===== config.mk =====
export PLATFORM = sky130hd
export DESIGN_NAME = sdc_top
export DESIGN_NICKNAME = d
export VERILOG_FILES = /design/src/sdc_pkg.sv /design/src/sdc_clk_div.sv /design/src/sdc_dma_route.sv /design/src/sdc_top.sv
export VERILOG_INCLUDE_DIRS = /design/src /design/src/src
export SDC_FILE = /design/constraint.sdc
export NUM_CORES = 1
export LEC_CHECK = 0
export CELL_PAD_IN_SITES_DETAIL_PLACEMENT = 1
export CELL_PAD_IN_SITES_GLOBAL_PLACEMENT = 2
export CORE_MARGIN = 2
export CORE_UTILIZATION = 42
export CTS_CLUSTER_DIAMETER = 120
export DETAILED_ROUTE_END_ITERATION = 8
export DONT_BUFFER_PORTS = 1
export GPL_TIMING_DRIVEN = 1
export HOLD_SLACK_MARGIN = 0.06
export PLACE_DENSITY_LB_ADDON = 0.1
export SLEW_MARGIN = 10
export SYNTH_ARGS = -nofsm -noshare
export SYNTH_HDL_FRONTEND = slang
export SYNTH_SLANG_ARGS = --single-unit

===== constraint.sdc =====
create_clock -name pclk -period 3 [get_ports pclk]
set_input_delay 0.45 -clock pclk [delete_from_list [all_inputs] [get_ports pclk]]
set_output_delay 0.45 -clock pclk [all_outputs]
set_load 0.005 [all_outputs]

===== src/sdc_defines.svh =====
// Notes on behaviour
// - Second select with enable uses alternate divide
// - Otherwise the normal clock divide governs
// - Select tap is signed, added to trim
// - Clock tap is signed, added to trim
// - Receive mask bit picks local receive DMA
// - Transmit mask bit picks local transmit DMA
// - Mask bit n steers descriptor n
// - Sixteen descriptor slots share one layout
// - Local receive field value picks channel
// - Local transmit field value picks channel
`ifndef SDC_DEFINES_SVH
`define SDC_DEFINES_SVH

// Register byte offsets
`define SDC_OFF_CTRL    12'h000
`define SDC_OFF_STAT    12'h004
`define SDC_OFF_DESC0   12'h030
`define SDC_OFF_DESCN   12'h06C
`define SDC_OFF_ALT     12'h0C0
`define SDC_OFF_TAP     12'h0D4
`define SDC_OFF_RXSEL   12'h100
`define SDC_OFF_TXSEL   12'h104

// Control register fields
`define SDC_CTRL_DIV_HI 31
`define SDC_CTRL_DIV_LO 16
`define SDC_CTRL_CS_HI  1
`define SDC_CTRL_CS_LO  0

// Alternate divide register fields
`define SDC_ALT_DIV_HI  31
`define SDC_ALT_DIV_LO  16
`define SDC_ALT_EN_BIT  0

// Tap trim register fields
`define SDC_TAP_CTL_HI  15
`define SDC_TAP_CTL_LO  8
`define SDC_TAP_SCK_HI  7
`define SDC_TAP_SCK_LO  0

// Descriptor DMA fields
`define SDC_DESC_RX_HI  8
`define SDC_DESC_RX_LO  7
`define SDC_DESC_TX_HI  5
`define SDC_DESC_TX_LO  4

// Select code of the second chip select
`define SDC_SECOND_CS   2'h1

// Reset value of every register word
`define SDC_RST_WORD    32'h0000_0000

`endif


===== src/sdc_pkg.sv =====
package sdc_pkg;

  // One-hot DMA routing of a descriptor
  typedef enum logic [2:0] {
    SDC_DMA_NONE    = 3'b001,
    SDC_DMA_CENTRAL = 3'b010,
    SDC_DMA_LOCAL   = 3'b100
  } sdc_route_t;

  // Whole state of the top module
  typedef struct packed {
    logic [15:0]       norm_div;
    logic [1:0]        cs;
    logic [15:0]       alt_div;
    logic              alt_en;
    logic [7:0]        ctl_tap;
    logic [7:0]        sck_tap;
    logic [15:0]       rx_sel;
    logic [15:0]       tx_sel;
    logic [15:0][31:0] desc;
    logic [31:0]       prdata;
    logic [15:0]       eff_div;
    logic              alt_act;
    logic [7:0]        ctl_dly;
    logic [7:0]        sck_dly;
    sdc_route_t        rx_rt;
    logic [1:0]        rx_ch;
    logic [1:0]        rx_sz;
    sdc_route_t        tx_rt;
    logic [1:0]        tx_ch;
    logic [1:0]        tx_sz;
    logic [31:0]       cur_word;
  } sdc_state_t;

  // State of the clock divider
  typedef struct packed {
    logic [15:0] cnt;
    logic        tick;
  } sdc_div_state_t;

  // Unsigned trim plus signed tap, clamped to 0..255
  function automatic logic [7:0] sdc_trim_add(input logic [7:0] auto_v,
                                              input logic [7:0] tap);
    logic [9:0] s;
    s = {2'b00, auto_v} + {{2{tap[7]}}, tap};
    if (s[9])
      return 8'h00;
    else if (s[8])
      return 8'hFF;
    else
      return s[7:0];
  endfunction

endpackage


===== src/sdc_clk_div.sv =====
`timescale 1ns/100ps
module sdc_clk_div import sdc_pkg::*; #(
  parameter int W = 16
) (
  input  wire logic         pclk,
  input  wire logic         presetn,
  input  wire logic         run,
  input  wire logic [W-1:0] div,
  output logic              tick
);

  sdc_div_state_t q;  // Registered state
  sdc_div_state_t d;  // Next state
  logic [W-1:0]   top; // Last count of a period

  // Count system clocks; a divide of zero spans a full wrap
  always_comb begin
    d      = q;
    top    = div - {{(W-1){1'b0}}, 1'b1};
    d.tick = 1'b0;
    if (!run) begin
      // Idle: restart the period
      d.cnt = '0;
    end else if (q.cnt >= top) begin
      // Period done: one tick; at or above, so a divide cut mid-period never wraps
      d.cnt  = '0;
      d.tick = 1'b1;
    end else begin
      d.cnt = q.cnt + {{(W-1){1'b0}}, 1'b1};
    end
  end

  // State register
  always_ff @(posedge pclk or negedge presetn) begin
    if (!presetn)
      q <= '0;
    else
      q <= d;
  end

  assign tick = q.tick;

endmodule


===== src/sdc_dma_route.sv =====
`timescale 1ns/100ps
module sdc_dma_route import sdc_pkg::*; (
  input  wire logic [1:0] field,
  input  wire logic       local_sel,
  output sdc_route_t      route,
  output logic [1:0]      local_chan,
  output logic [1:0]      central_size
);

  // Pick no DMA, local channel or central controller
  always_comb begin
    route        = SDC_DMA_NONE;
    local_chan   = 2'h0;
    central_size = 2'h0;
    if (field == 2'h0) begin
      // Zero field: DMA off
      route = SDC_DMA_NONE;
    end else if (local_sel) begin
      // Field value names the local channel
      route      = SDC_DMA_LOCAL;
      local_chan = field;
    end else begin
      // Field value is the central access size
      route        = SDC_DMA_CENTRAL;
      central_size = field;
    end
  end

endmodule


===== src/sdc_top.sv =====
`timescale 1ns/100ps
`include "sdc_defines.svh"
module sdc_top import sdc_pkg::*; (
  input  wire logic        pclk,
  input  wire logic        presetn,
  input  wire logic        psel,
  input  wire logic        penable,
  input  wire logic        pwrite,
  input  wire logic [11:0] paddr,
  input  wire logic [31:0] pwdata,
  output logic [31:0]      prdata,
  output logic             pready,
  output logic             pslverr,
  input  wire logic [3:0]  cur_desc,
  input  wire logic        xfer_run,
  input  wire logic [7:0]  auto_ctl_trim,
  input  wire logic [7:0]  auto_sck_trim,
  output logic             sck_tick,
  output logic [15:0]      eff_div,
  output logic             alt_active,
  output logic [1:0]       chip_sel,
  output logic [7:0]       ctl_delay,
  output logic [7:0]       sck_delay,
  output logic [31:0]      desc_word,
  output sdc_route_t       rx_route,
  output logic [1:0]       rx_local_chan,
  output logic [1:0]       rx_central_size,
  output sdc_route_t       tx_route,
  output logic [1:0]       tx_local_chan,
  output logic [1:0]       tx_central_size
);

  sdc_state_t  q;          // Registered state
  sdc_state_t  d;          // Next state
  logic [31:0] rd_val;     // Read mux result
  logic        acc_wr;     // Write access phase
  logic        acc_hit;    // Access hits a register
  logic        use_alt;    // Alternate divide chosen
  logic [31:0] sel_word;   // Descriptor in use now
  sdc_route_t  rx_rt_w;    // Receive routing
  logic [1:0]  rx_ch_w;    // Receive local channel
  logic [1:0]  rx_sz_w;    // Receive central size
  sdc_route_t  tx_rt_w;    // Transmit routing
  logic [1:0]  tx_ch_w;    // Transmit local channel
  logic [1:0]  tx_sz_w;    // Transmit central size

  // Address lies in the descriptor window
  function automatic logic is_desc(input logic [11:0] a);
    return (a >= `SDC_OFF_DESC0) && (a <= `SDC_OFF_DESCN) && (a[1:0] == 2'h0);
  endfunction

  // Descriptor slot addressed
  function automatic logic [3:0] desc_idx(input logic [11:0] a);
    logic [11:0] t;
    t = a - `SDC_OFF_DESC0;
    return t[5:2];
  endfunction

  // Address maps to any register
  function automatic logic is_mapped(input logic [11:0] a);
    return is_desc(a) || (a == `SDC_OFF_CTRL) || (a == `SDC_OFF_STAT) ||
           (a == `SDC_OFF_ALT) || (a == `SDC_OFF_TAP) ||
           (a == `SDC_OFF_RXSEL) || (a == `SDC_OFF_TXSEL);
  endfunction

  // Descriptor receive routing for the slot in use
  sdc_dma_route u_rx_route (
    .field        (sel_word[`SDC_DESC_RX_HI:`SDC_DESC_RX_LO]),
    .local_sel    (q.rx_sel[cur_desc]),
    .route        (rx_rt_w),
    .local_chan   (rx_ch_w),
    .central_size (rx_sz_w)
  );

  // Descriptor transmit routing for the slot in use
  sdc_dma_route u_tx_route (
    .field        (sel_word[`SDC_DESC_TX_HI:`SDC_DESC_TX_LO]),
    .local_sel    (q.tx_sel[cur_desc]),
    .route        (tx_rt_w),
    .local_chan   (tx_ch_w),
    .central_size (tx_sz_w)
  );

  // Serial clock pacing from the chosen divide
  sdc_clk_div #(
    .W (16)
  ) u_clk_div (
    .pclk    (pclk),
    .presetn (presetn),
    .run     (xfer_run),
    .div     (q.eff_div),
    .tick    (sck_tick)
  );

  // Slot selected by the transfer engine
  assign sel_word = q.desc[cur_desc];

  // Access decode
  assign acc_hit = is_mapped(paddr);
  assign acc_wr  = psel && penable && pwrite && acc_hit;
  assign use_alt = q.alt_en && (q.cs == `SDC_SECOND_CS);

  // Read mux; reserved bits stay zero
  always_comb begin
    rd_val = `SDC_RST_WORD;
    if (is_desc(paddr)) begin
      // Any of the sixteen slots
      rd_val = q.desc[desc_idx(paddr)];
    end else begin
      case (paddr)
        `SDC_OFF_CTRL: begin
          rd_val[`SDC_CTRL_DIV_HI:`SDC_CTRL_DIV_LO] = q.norm_div;
          rd_val[`SDC_CTRL_CS_HI:`SDC_CTRL_CS_LO]   = q.cs;
        end
        `SDC_OFF_STAT: begin
          // Live effective divide and delays
          rd_val = {q.eff_div, q.ctl_dly, q.sck_dly};
        end
        `SDC_OFF_ALT: begin
          rd_val[`SDC_ALT_DIV_HI:`SDC_ALT_DIV_LO] = q.alt_div;
          rd_val[`SDC_ALT_EN_BIT]                 = q.alt_en;
        end
        `SDC_OFF_TAP: begin
          rd_val[`SDC_TAP_CTL_HI:`SDC_TAP_CTL_LO] = q.ctl_tap;
          rd_val[`SDC_TAP_SCK_HI:`SDC_TAP_SCK_LO] = q.sck_tap;
        end
        `SDC_OFF_RXSEL: begin
          rd_val[15:0] = q.rx_sel;
        end
        `SDC_OFF_TXSEL: begin
          rd_val[15:0] = q.tx_sel;
        end
        default: begin
          // Unmapped reads return zero
          rd_val = `SDC_RST_WORD;
        end
      endcase
    end
  end

  // Next state: register writes and derived outputs
  always_comb begin
    d = q;
    // Capture read data in the setup phase
    if (psel && !penable) begin
      d.prdata = rd_val;
    end
    // Writes land in the access phase; reserved bits dropped
    if (acc_wr) begin
      if (is_desc(paddr)) begin
        d.desc[desc_idx(paddr)] = pwdata;
      end else begin
        case (paddr)
          `SDC_OFF_CTRL: begin
            d.norm_div = pwdata[`SDC_CTRL_DIV_HI:`SDC_CTRL_DIV_LO];
            d.cs       = pwdata[`SDC_CTRL_CS_HI:`SDC_CTRL_CS_LO];
          end
          `SDC_OFF_ALT: begin
            d.alt_div = pwdata[`SDC_ALT_DIV_HI:`SDC_ALT_DIV_LO];
            d.alt_en  = pwdata[`SDC_ALT_EN_BIT];
          end
          `SDC_OFF_TAP: begin
            d.ctl_tap = pwdata[`SDC_TAP_CTL_HI:`SDC_TAP_CTL_LO];
            d.sck_tap = pwdata[`SDC_TAP_SCK_HI:`SDC_TAP_SCK_LO];
          end
          `SDC_OFF_RXSEL: begin
            d.rx_sel = pwdata[15:0];
          end
          `SDC_OFF_TXSEL: begin
            d.tx_sel = pwdata[15:0];
          end
          default: begin
            // Status is read only
            d.prdata = q.prdata;
          end
        endcase
      end
    end
    // Divide selection
    d.alt_act = use_alt;
    d.eff_div = use_alt ? q.alt_div : q.norm_div;
    // Final delays from trim and signed tap
    d.ctl_dly = sdc_trim_add(auto_ctl_trim, q.ctl_tap);
    d.sck_dly = sdc_trim_add(auto_sck_trim, q.sck_tap);
    // DMA routing of the slot in use
    d.rx_rt    = rx_rt_w;
    d.rx_ch    = rx_ch_w;
    d.rx_sz    = rx_sz_w;
    d.tx_rt    = tx_rt_w;
    d.tx_ch    = tx_ch_w;
    d.tx_sz    = tx_sz_w;
    d.cur_word = sel_word;
  end

  // State register; all cleared at reset except rx_rt and tx_rt, which load SDC_DMA_NONE
  always_ff @(posedge pclk or negedge presetn) begin
    if (!presetn) begin
      q       <= '0;
      q.rx_rt <= SDC_DMA_NONE;
      q.tx_rt <= SDC_DMA_NONE;
    end else begin
      q <= d;
    end
  end

  // Bus answers: no wait states, error on unmapped
  assign pready  = 1'b1;
  assign pslverr = psel && penable && !acc_hit;
  assign prdata  = q.prdata;

  // Registered outputs
  assign eff_div         = q.eff_div;
  assign alt_active      = q.alt_act;
  assign chip_sel        = q.cs;
  assign ctl_delay       = q.ctl_dly;
  assign sck_delay       = q.sck_dly;
  assign desc_word       = q.cur_word;
  assign rx_route        = q.rx_rt;
  assign rx_local_chan   = q.rx_ch;
  assign rx_central_size = q.rx_sz;
  assign tx_route        = q.tx_rt;
  assign tx_local_chan   = q.tx_ch;
  assign tx_central_size = q.tx_sz;
endmodule


# == Word-level counts from Yosys, hierarchy flattened ==
# Cells that the tools add are included.
# word_totals
register_bits,723
latchBits,0
ram_bits,0
romBits,0
wordCells,126
mem_count,0
# op_classes
add_sub_neg,5
n_mul,0
div_mod_pow,0
magnitude_cmp,6
eq_ne,7
shifts,0
mux,41
bitwise,1
reduce_logical,28
# op_table
operator,n
512-bit bitwise mux,1
32-bit binary-select mux with 4-bit select,2
32-bit 2-to-1 mux,8
32-bit demux with 4-bit select,1
14-bit case mux with 4 select lines,1
16-bit 2-to-1 mux,3
16-bit case mux with 3 select lines,1
8-bit 2-to-1 mux,4
12-bit by 8-bit equality test with 1-bit output (second input constant),2
12-bit by 9-bit equality test with 1-bit output (second input constant),2
9-bit by 8-bit adder with 10-bit output,2
16-bit by 1-bit adder with 16-bit output (second input constant),1
16-bit greater-or-equal comparator,1
2-bit 2-to-1 mux,8
16-bit by 1-bit subtractor with 16-bit output (second input constant),1
3-bit AND reduction,5
12-bit by 3-bit equality test with 1-bit output (second input constant),1
12-bit by 6-bit greater-or-equal comparator with 1-bit output (second input constant),1
12-bit by 7-bit less-or-equal comparator with 1-bit output (second input constant),1
12-bit logical NOT,1
3-bit 2-to-1 mux,4
4-bit by 5-bit < comparator with 1-bit output (second input constant),2
1-bit logical AND,9
1-bit binary-select mux with 4-bit select,2
13 further kinds,24

# == Depth between registers and ports, before layout ==
# Gate-level depths: netlist of run 1.
# logic_depth
word_depth,11
mapped_depth,13
mapped_depth_nobuf,12

# == Cells and area by module ==
# Synthesis of run 1 repeated with hierarchy kept, for this count alone.
# unflattened
hier_cells,2514
area_unflattened_um2,37577.3
# by_module_without_submodules
module,n_inst,cells_each,area_each_um2
sdc_top,1,2345,36049.6
sdc_clk_div,1,155,1430.1
sdc_dma_route,2,7,48.8

# == Worst setup path after synthesis of run 1 ==
# Ideal clock, no wire load.
# synth_path
path_kind,register to register
start,"register q, in the netlist eff_div[7]"
end,register u_clk_div.q[10] (netlist bit)
arrival_ns,2.871
required_ns,2.868
setup_slack_ns,-0.003
path_stages_with_launch,12
path_buffers,1
period_less_slack_ns,3.003
cell_sequence,dfrtp_1 -> or3_1 -> nor4_1 -> nand3_1 -> nor3_1 -> xnor2_1 -> ha_1 -> nand4_1 -> a31o_2 -> o211ai_1 -> clkbuf_1 -> nor2_1
# synth_rtl
element,line,text
"start, declared",sdc_top.sv:33,sdc_state_t q;
"end signal, assigned",sdc_clk_div.sv:36,q <= '0;
"end signal, assigned",sdc_clk_div.sv:38,q <= d;
"end, declared",sdc_clk_div.sv:12,sdc_div_state_t q;

==> reports/qor.txt, run 1 <==
result of the run: finished with violations
violated checks: negative hold slack, max-slew violations
overall die area: 0.0931 mm2
Port-buffer cells: 0
final max-slew violation count: 606
number of placement rows: 110
class of the tightest hold or removal check: input pin to async pin
Post-DRT Antenna Nets: 0
I/O pin total: 186
number of violations of the max-capacitance limit: 0
final standard cell count with taps included and fillers excluded: 3777
Max Clock Skew: 24.8 ps
Leak: 19.3 nW
main combinational cell family by area after synthesis: multiplexers
area growth from synthesis to layout: 10.3%
adder-cell share of the synthesized area: 0.0145
Routed Wire Length: 119000 um
mean routed wirelength per cell: 31.4 um
portion of the post-synthesis area used by sequential elements: 0.475
cell area after synthesis: 0.0381 mm2
count of warnings emitted by yosys: 0
startpoint type of the worst setup path: register
count of buffers added by post-CTS timing repair for setup: 0
1st-pass router iterations: 7
most common cell after layout, fill and taps aside: sky130_fd_sc_hd__dfrtp_1
period utilisation layout: 0.916
setup TNS after final layout: 0 ps
Vias per Instance: 6.14
Total Nets Final: 2644
Synth Instances: 2658
IR drop worst, VDD: 471 uV
number of buffers between clock root and the deepest sink: 3
# DRC: 0
#FFs+latches synth: 723
R2R Path Start: eff_div[7]
most used flip-flop cell after synthesis: sky130_fd_sc_hd__dfrtp_1
maximum number of pins on one net before global-route repair: 724
highest net fanout along the worst path: 16
P per Cell Area: 511 mW/mm2
multiplexer share of the synthesized area: 0.355
fraction of synthesized cell area in xor and xnor cells: 0.00873
insertion delay to the later sink of the worst-skew pair: 670 ps
required arrival time at the worst endpoint: 3530 ps
launching instance or port of the critical path: eff_div[7]
Post-Synthesis Mean Instance Area: 14.3 um2
capturing instance or port of the critical path: u_clk_div.q[2]
via count of the first global-routing pass: 25400
wire length of the first global-routing pass: 178000 um
Async SR Flop Fraction: 1.00
initial core utilization: 0.423
area share of and/or/nand/nor cells after synthesis: 0.0437
worst setup slack for register-to-register paths: 250 ps
Setup WS pre-CTS: 64.4 ps
kind of capture point of the worst setup path: register
fraction of the mapped netlist area in compound gates: 0.0503
clock slew seen by the registers of the worst setup and hold paths: 60 ps
CP arrival: 3280 ps
actual transition at the worst max-transition pin: 3920 ps
HPWL Detailed: 69100 um
setup repair after global routing missed its margin: no
total number of H-tree levels: 3
minimum period implied by the final worst setup slack: 2750 ps
Die Width: 305 um
clock tree from TritonCTS: built
Finish-stage setup viols: 0
Net Count, Synth: 2771
Num Clock Sinks: 723
type of the worst setup path: register to register
cell depth of the worst flop-to-flop path: 11
standard cell core area: 0.0900 mm2
y dimension of the die: 305 um
buffer cell driving the clock tree root: sky130_fd_sc_hd__clkbuf_16
most frequent cells in the layout: 721 x sky130_fd_sc_hd__dfrtp_1, 527 x sky130_fd_sc_hd__mux2_2, 294 x sky130_fd_sc_hd__mux4_2, 162 x sky130_fd_sc_hd__nand2_1, 86 x sky130_fd_sc_hd__clkbuf_16
Post-Route Utilization: 0.467
final estimated routing congestion in global placement: 0.812
clock buffer count from CTS: 86
Iteration-0 DRC Markers: 1766
least setup slack across all paths after layout: 253 ps
Hold Slack: -499 ps
total vias in the final route: 23200
count of flip-flops with a built-in enable after synthesis: 0
total routing resource utilization after global routing: 0.258
antenna violations before repair: 9
terminus of the critical flop-to-flop path: u_clk_div.q[2]
placed cells: 3579
post-synth cell types: 73
FMAX: 0.364 GHz
fraction of layout cells with a size suffix above 1: 0.438
global route total overflow: 0
hold violation total from the final report: 155
worst slew slack as a fraction of its limit: -1.61
-- worst min path at each step --
stage	from	to	slack (ps)	cells past startpoint
final	presetn	u_clk_div.q[14]	-500	0
after floorplan	presetn	alt_active	150	0
after CTS	presetn	u_clk_div.q[14]	-540	0
after detailed placement	presetn	u_clk_div.q[14]	170	0
after global routing	presetn	u_clk_div.q[14]	-540	0
after global placement	presetn	u_clk_div.q[14]	180	0
-- logic make-up after synthesis --
family / count (synthesis)
flip-flops: 723
buffers and inverters: 364
XOR/XNOR: 38
other: 1
adder cells (fa/ha/maj): 43
AND/OR/NAND/NOR: 353
multiplexers: 892
AO/OA/AOI/OAI: 244
-- through the flow --
step	hold slack, ps	instance area, um2	power (W)
after floorplan	154	38100	0.0107
after global placement	177	38700	0.0106
after detailed placement	174	38700	0.0106
after CTS	-538	42000	0.0218
after global routing	-543	42000	0.0222
final	-499	42000	0.0215
-- worst max-delay path, cell delays in order, from the launching register on --
cell                       delay [ps]
sky130_fd_sc_hd__dfrtp_1          370
sky130_fd_sc_hd__or3_1            430
sky130_fd_sc_hd__nor4_4           190
sky130_fd_sc_hd__nand3_2          150
sky130_fd_sc_hd__nor3_1           250
sky130_fd_sc_hd__xnor2_1          100
sky130_fd_sc_hd__ha_1             340
sky130_fd_sc_hd__nand4_1          100
sky130_fd_sc_hd__a31o_2           230
sky130_fd_sc_hd__o211ai_1         200
sky130_fd_sc_hd__buf_6            200
sky130_fd_sc_hd__nor2_1            60
-- layout make-up --
| cell class | count | area (um2) |
|---|---|---|
| inverter | 21 | 78.8 |
| fill | 8702 | 48000 |
| multi-input combinational | 1571 | 18200 |
| tap | 1176 | 1470 |
| clock buffer | 120 | 2470 |
| timing repair buffer | 128 | 1300 |
| antenna | 6 | 15.0 |
| clock inverter | 32 | 455 |
| sequential | 723 | 18100 |
-- cells in the mapped netlist, types with 32 or more instances --
cell	instances	area, um2
sky130_fd_sc_hd__dfrtp_1	721	18000
sky130_fd_sc_hd__buf_4	127	953
sky130_fd_sc_hd__o211ai_1	35	263
sky130_fd_sc_hd__nor2_1	66	248
sky130_fd_sc_hd__nand2_1	162	608
sky130_fd_sc_hd__mux2_4	50	751
sky130_fd_sc_hd__a221oi_1	35	307
sky130_fd_sc_hd__ha_1	41	513
sky130_fd_sc_hd__mux2_2	527	5930
sky130_fd_sc_hd__buf_2	82	410
sky130_fd_sc_hd__mux4_2	294	6620
sky130_fd_sc_hd__clkbuf_1	104	390
sky130_fd_sc_hd__nand3_1	32	160
-- report_power, final --
part / internal, W / total, W / switching, W
Combinational: 0.000319 / 0.000737 / 0.000418
Sequential: 0.00981 / 0.00988 / 0.0000704
Clock: 0.00653 / 0.0109 / 0.00434
-- state kept, by name (all words and copies together) (netlist names) --
name and flops:
q 593, desc_word 32, prdata 32, eff_div 16, u_clk_div.q 16, ctl_delay 8
sck_delay 8, rx_route 3, tx_route 3, chip_sel 2, rx_central_size 2, rx_local_chan 2
tx_central_size 2, tx_local_chan 2, alt_active 1, u_clk_div.tick 1
-- layer usage --
layer	vias up	GRT usage	wire (um)
met5	-	0	46
li1	9729	-	-
met1	12700	0.344	51000
met3	180	0.0510	5690
met2	538	0.424	57800
met4	6	0.0875	4140
-- timing repair --
item / CTS / global route
hold endpoints to repair: 1338 / 723
hold buffers: 38 / 2
setup endpoints to repair: 0 / 17
gates resized for setup: 0 / 7
Power figures use the tool's default switching activity.
==> inputs of run 2 (changes only) <==
--- a/config.mk
+++ b/config.mk
@@ -16,7 +16,8 @@
 export GPL_TIMING_DRIVEN = 1
 export HOLD_SLACK_MARGIN = 0.06
 export PLACE_DENSITY_LB_ADDON = 0.1
-export SLEW_MARGIN = 10
+export REMOVE_ABC_BUFFERS = 1
+export SLEW_MARGIN = 20
 export SYNTH_ARGS = -nofsm -noshare
 export SYNTH_HDL_FRONTEND = slang
 export SYNTH_SLANG_ARGS = --single-unit
==> reports/qor.txt, run 2 (same netlist as run 1, synthesis figures left out) <==
kind of capture point of the worst setup path: register
final max-slew violation count: 0 (-100%)
setup TNS after final layout: 0 ps (unchanged)
Setup WS pre-CTS: 31.8 ps (-32.6 ps)
count of buffers added by post-CTS timing repair for setup: 0 (unchanged)
Post-DRT Antenna Nets: 0 (unchanged)
finished layout cell area: 0.0421 mm2 (+0.11%)
period utilisation layout: 0.944 (+0.0282)
minimum period implied by the final worst setup slack: 2830 ps (+84.6 ps)
# DRC: 0 (unchanged)
y dimension of the die: 305 um (unchanged)
actual transition at the worst max-transition pin: 1410 ps (-2510 ps)
Max Clock Skew: 26.7 ps (+1.88 ps)
R2R Path Start: eff_div[7]
buffer cell driving the clock tree root: sky130_fd_sc_hd__clkbuf_16
global route total overflow: 0 (unchanged)
highest net fanout along the worst path: 16 (unchanged)
Die Width: 305 um (unchanged)
number of placement rows: 110 (unchanged)
hold violation total from the final report: 166 (+7.1%)
1st-pass router iterations: 5 (-2)
insertion delay to the later sink of the worst-skew pair: 650 ps (-20 ps)
standard cell core area: 0.0900 mm2 (unchanged)
result of the run: finished with violations
clock tree from TritonCTS: built
Iteration-0 DRC Markers: 1760 (-0.34%)
FMAX: 0.353 GHz (-3.0%)
required arrival time at the worst endpoint: 3540 ps (about the same)
initial core utilization: 0.423 (unchanged)
CP arrival: 3370 ps (+90 ps)
type of the worst setup path: register to register
Port-buffer cells: 0 (unchanged)
part of the total power dissipated in combinational logic: 0.045 (+0.011)
class of the tightest hold or removal check: input pin to async pin
wire length of the first global-routing pass: 179000 um (+0.87%)
violated checks: negative hold slack
mean routed wirelength per cell: 31.9 um (+1.5%)
cell depth of the worst flop-to-flop path: 11 (unchanged)
Leak: 19.3 nW (about the same)
overall die area: 0.0931 mm2 (unchanged)
clock buffer count from CTS: 85 (-1.2%)
I/O pin total: 186 (unchanged)
power spent charging and discharging nets: 0.00487 W (+0.89%)
Largest register FFs: 593 (unchanged)
most flop-heavy register: q
fraction of layout cells with a size suffix above 1: 0.436 (-0.00147)
number of filler cells placed in the layout: 8755 (+0.61%)
Vias per Instance: 6.22 (+1.3%)
Finish-stage setup viols: 0 (unchanged)
terminus of the critical flop-to-flop path: u_clk_div.q[3]
least setup slack across all paths after layout: 169 ps (-84.6 ps)
total routing resource utilization after global routing: 0.261 (+0.00236)
Total Nets Final: 2640 (-0.15%)
HPWL Detailed: 70400 um (+1.9%)
final estimated routing congestion in global placement: 0.833 (+2.6%)
maximum number of pins on one net before global-route repair: 724 (unchanged)
clock network fraction of total power: 0.488 (-0.018)
Num Clock Sinks: 723 (unchanged)
area growth from synthesis to layout: 10.5%
most frequent cells in the layout: 720 x sky130_fd_sc_hd__dfrtp_1, 527 x sky130_fd_sc_hd__mux2_2, 294 x sky130_fd_sc_hd__mux4_2, 162 x sky130_fd_sc_hd__nand2_1, 89 x sky130_fd_sc_hd__clkbuf_16
antenna violations before repair: 9 (unchanged)
number of violations of the max-capacitance limit: 0 (unchanged)
worst setup slack for register-to-register paths: 170 ps (-80 ps)
IR drop worst, VDD: 378 uV (-20%)
Seq pwr share: 0.467 (+0.007)
P_int: 0.0163 W (-2.1%)
Hold Slack: -509 ps (-10.1 ps)
number of buffers between clock root and the deepest sink: 3 (unchanged)
Sw Share: 0.230 (+0.00536)
total vias in the final route: 23500 (+1.1%)
most common cell after layout, fill and taps aside: sky130_fd_sc_hd__dfrtp_1
clock slew seen by the registers of the worst setup and hold paths: 60 ps (about the same)
total number of H-tree levels: 3 (unchanged)
worst slew slack as a fraction of its limit: 0.0599 (+1.67)
overall power after layout: 0.0212 W (-1.5%)
cell area after placement: 0.0388 mm2 (+0.26%)
Routed Wire Length: 120000 um (+1.3%)
startpoint type of the worst setup path: register
P per Cell Area: 503 mW/mm2 (-1.6%)
hold_buf cts: 38 (unchanged)
via count of the first global-routing pass: 25600 (+0.88%)
[run 2: cell count changes in the layout (fill, tap and decap cells not counted), sizes merged]
cell / delta
bufinv: -6
clkinv: -2
clkbuf: +13
clkinvlp: -4
dlygate4sd3: -2
diode: -3
inv: -3
buf: -1
[run 2: cell type report]
| cell class | instances | area (um2) | share of cell area |
|---|---|---|---|
| diodes | 3 | 7.51 | 0.000178 |
| clock buffers | 133 | 2580 | 0.0614 |
| clock inverters | 17 | 186 | 0.00443 |
| inverters | 21 | 78.8 | 0.00187 |
| multi-input cells | 1571 | 18200 | 0.432 |
| flip-flops and latches | 723 | 18100 | 0.430 |
| well taps | 1176 | 1470 | 0.0350 |
| repair buffers | 125 | 1490 | 0.0353 |
[run 2: worst max-delay path, stage by stage, from the launching register on]
cell                       delay, ps
sky130_fd_sc_hd__dfrtp_1         380
sky130_fd_sc_hd__or3_1           480
sky130_fd_sc_hd__nor4_4          210
sky130_fd_sc_hd__nand3_2         160
sky130_fd_sc_hd__nor3_2          220
sky130_fd_sc_hd__xnor2_1          90
sky130_fd_sc_hd__ha_1            360
sky130_fd_sc_hd__nand4_1         110
sky130_fd_sc_hd__a31o_2          230
sky130_fd_sc_hd__o211ai_1        200
sky130_fd_sc_hd__buf_6           210
sky130_fd_sc_hd__nor2_1           70
[run 2: timing repair]
item,CTS,global route
endpoints found under the setup margin,0,17
gates resized for setup,0,10
hold endpoints to repair,1340,166
[run 2: worst max path at each step]
stage               start        endpoint  slack (ps)
6_report       eff_div[7]  u_clk_div.q[3]         170
5_1_grt        eff_div[7]  u_clk_div.q[2]          -3
4_1_cts        eff_div[7]  u_clk_div.q[7]          10
3_5_place_dp   eff_div[7]  u_clk_div.q[7]          30
3_3_place_gp   eff_div[7]  u_clk_div.q[6]          40
2_1_floorplan    paddr[4]          q[143]       -1030
[run 2: routing by layer]
metal,wire length (um),up-vias,share of wire,GRT usage
met2,56700,657,0.47,0.415
met1,53300,12900,0.44,0.362
li1,-,9687,-,-
met5,25,-,0.00021,0
met3,6760,183,0.056,0.0548
met4,3350,4,0.028,0.0733
[run 2: power by group through the flow]
stage	Combinational, W	Clock, W	Sequential, W
6_report	0.000953	0.0103	0.00988
3_3_place_gp	0.000534	0	0.0101
4_1_cts	0.000744	0.0106	0.00988
2_1_floorplan	0.000390	0	0.0100
3_5_place_dp	0.000545	0	0.0101
5_1_grt	0.00103	0.0110	0.00988
[run 2: stage by stage]
step | util | cells
floorplan | - | 2315
global placement | 0.431 | 3574
detailed placement | 0.431 | 3574
CTS | 0.466 | 3762
global route | 0.468 | 3768
finish | 0.468 | 3769
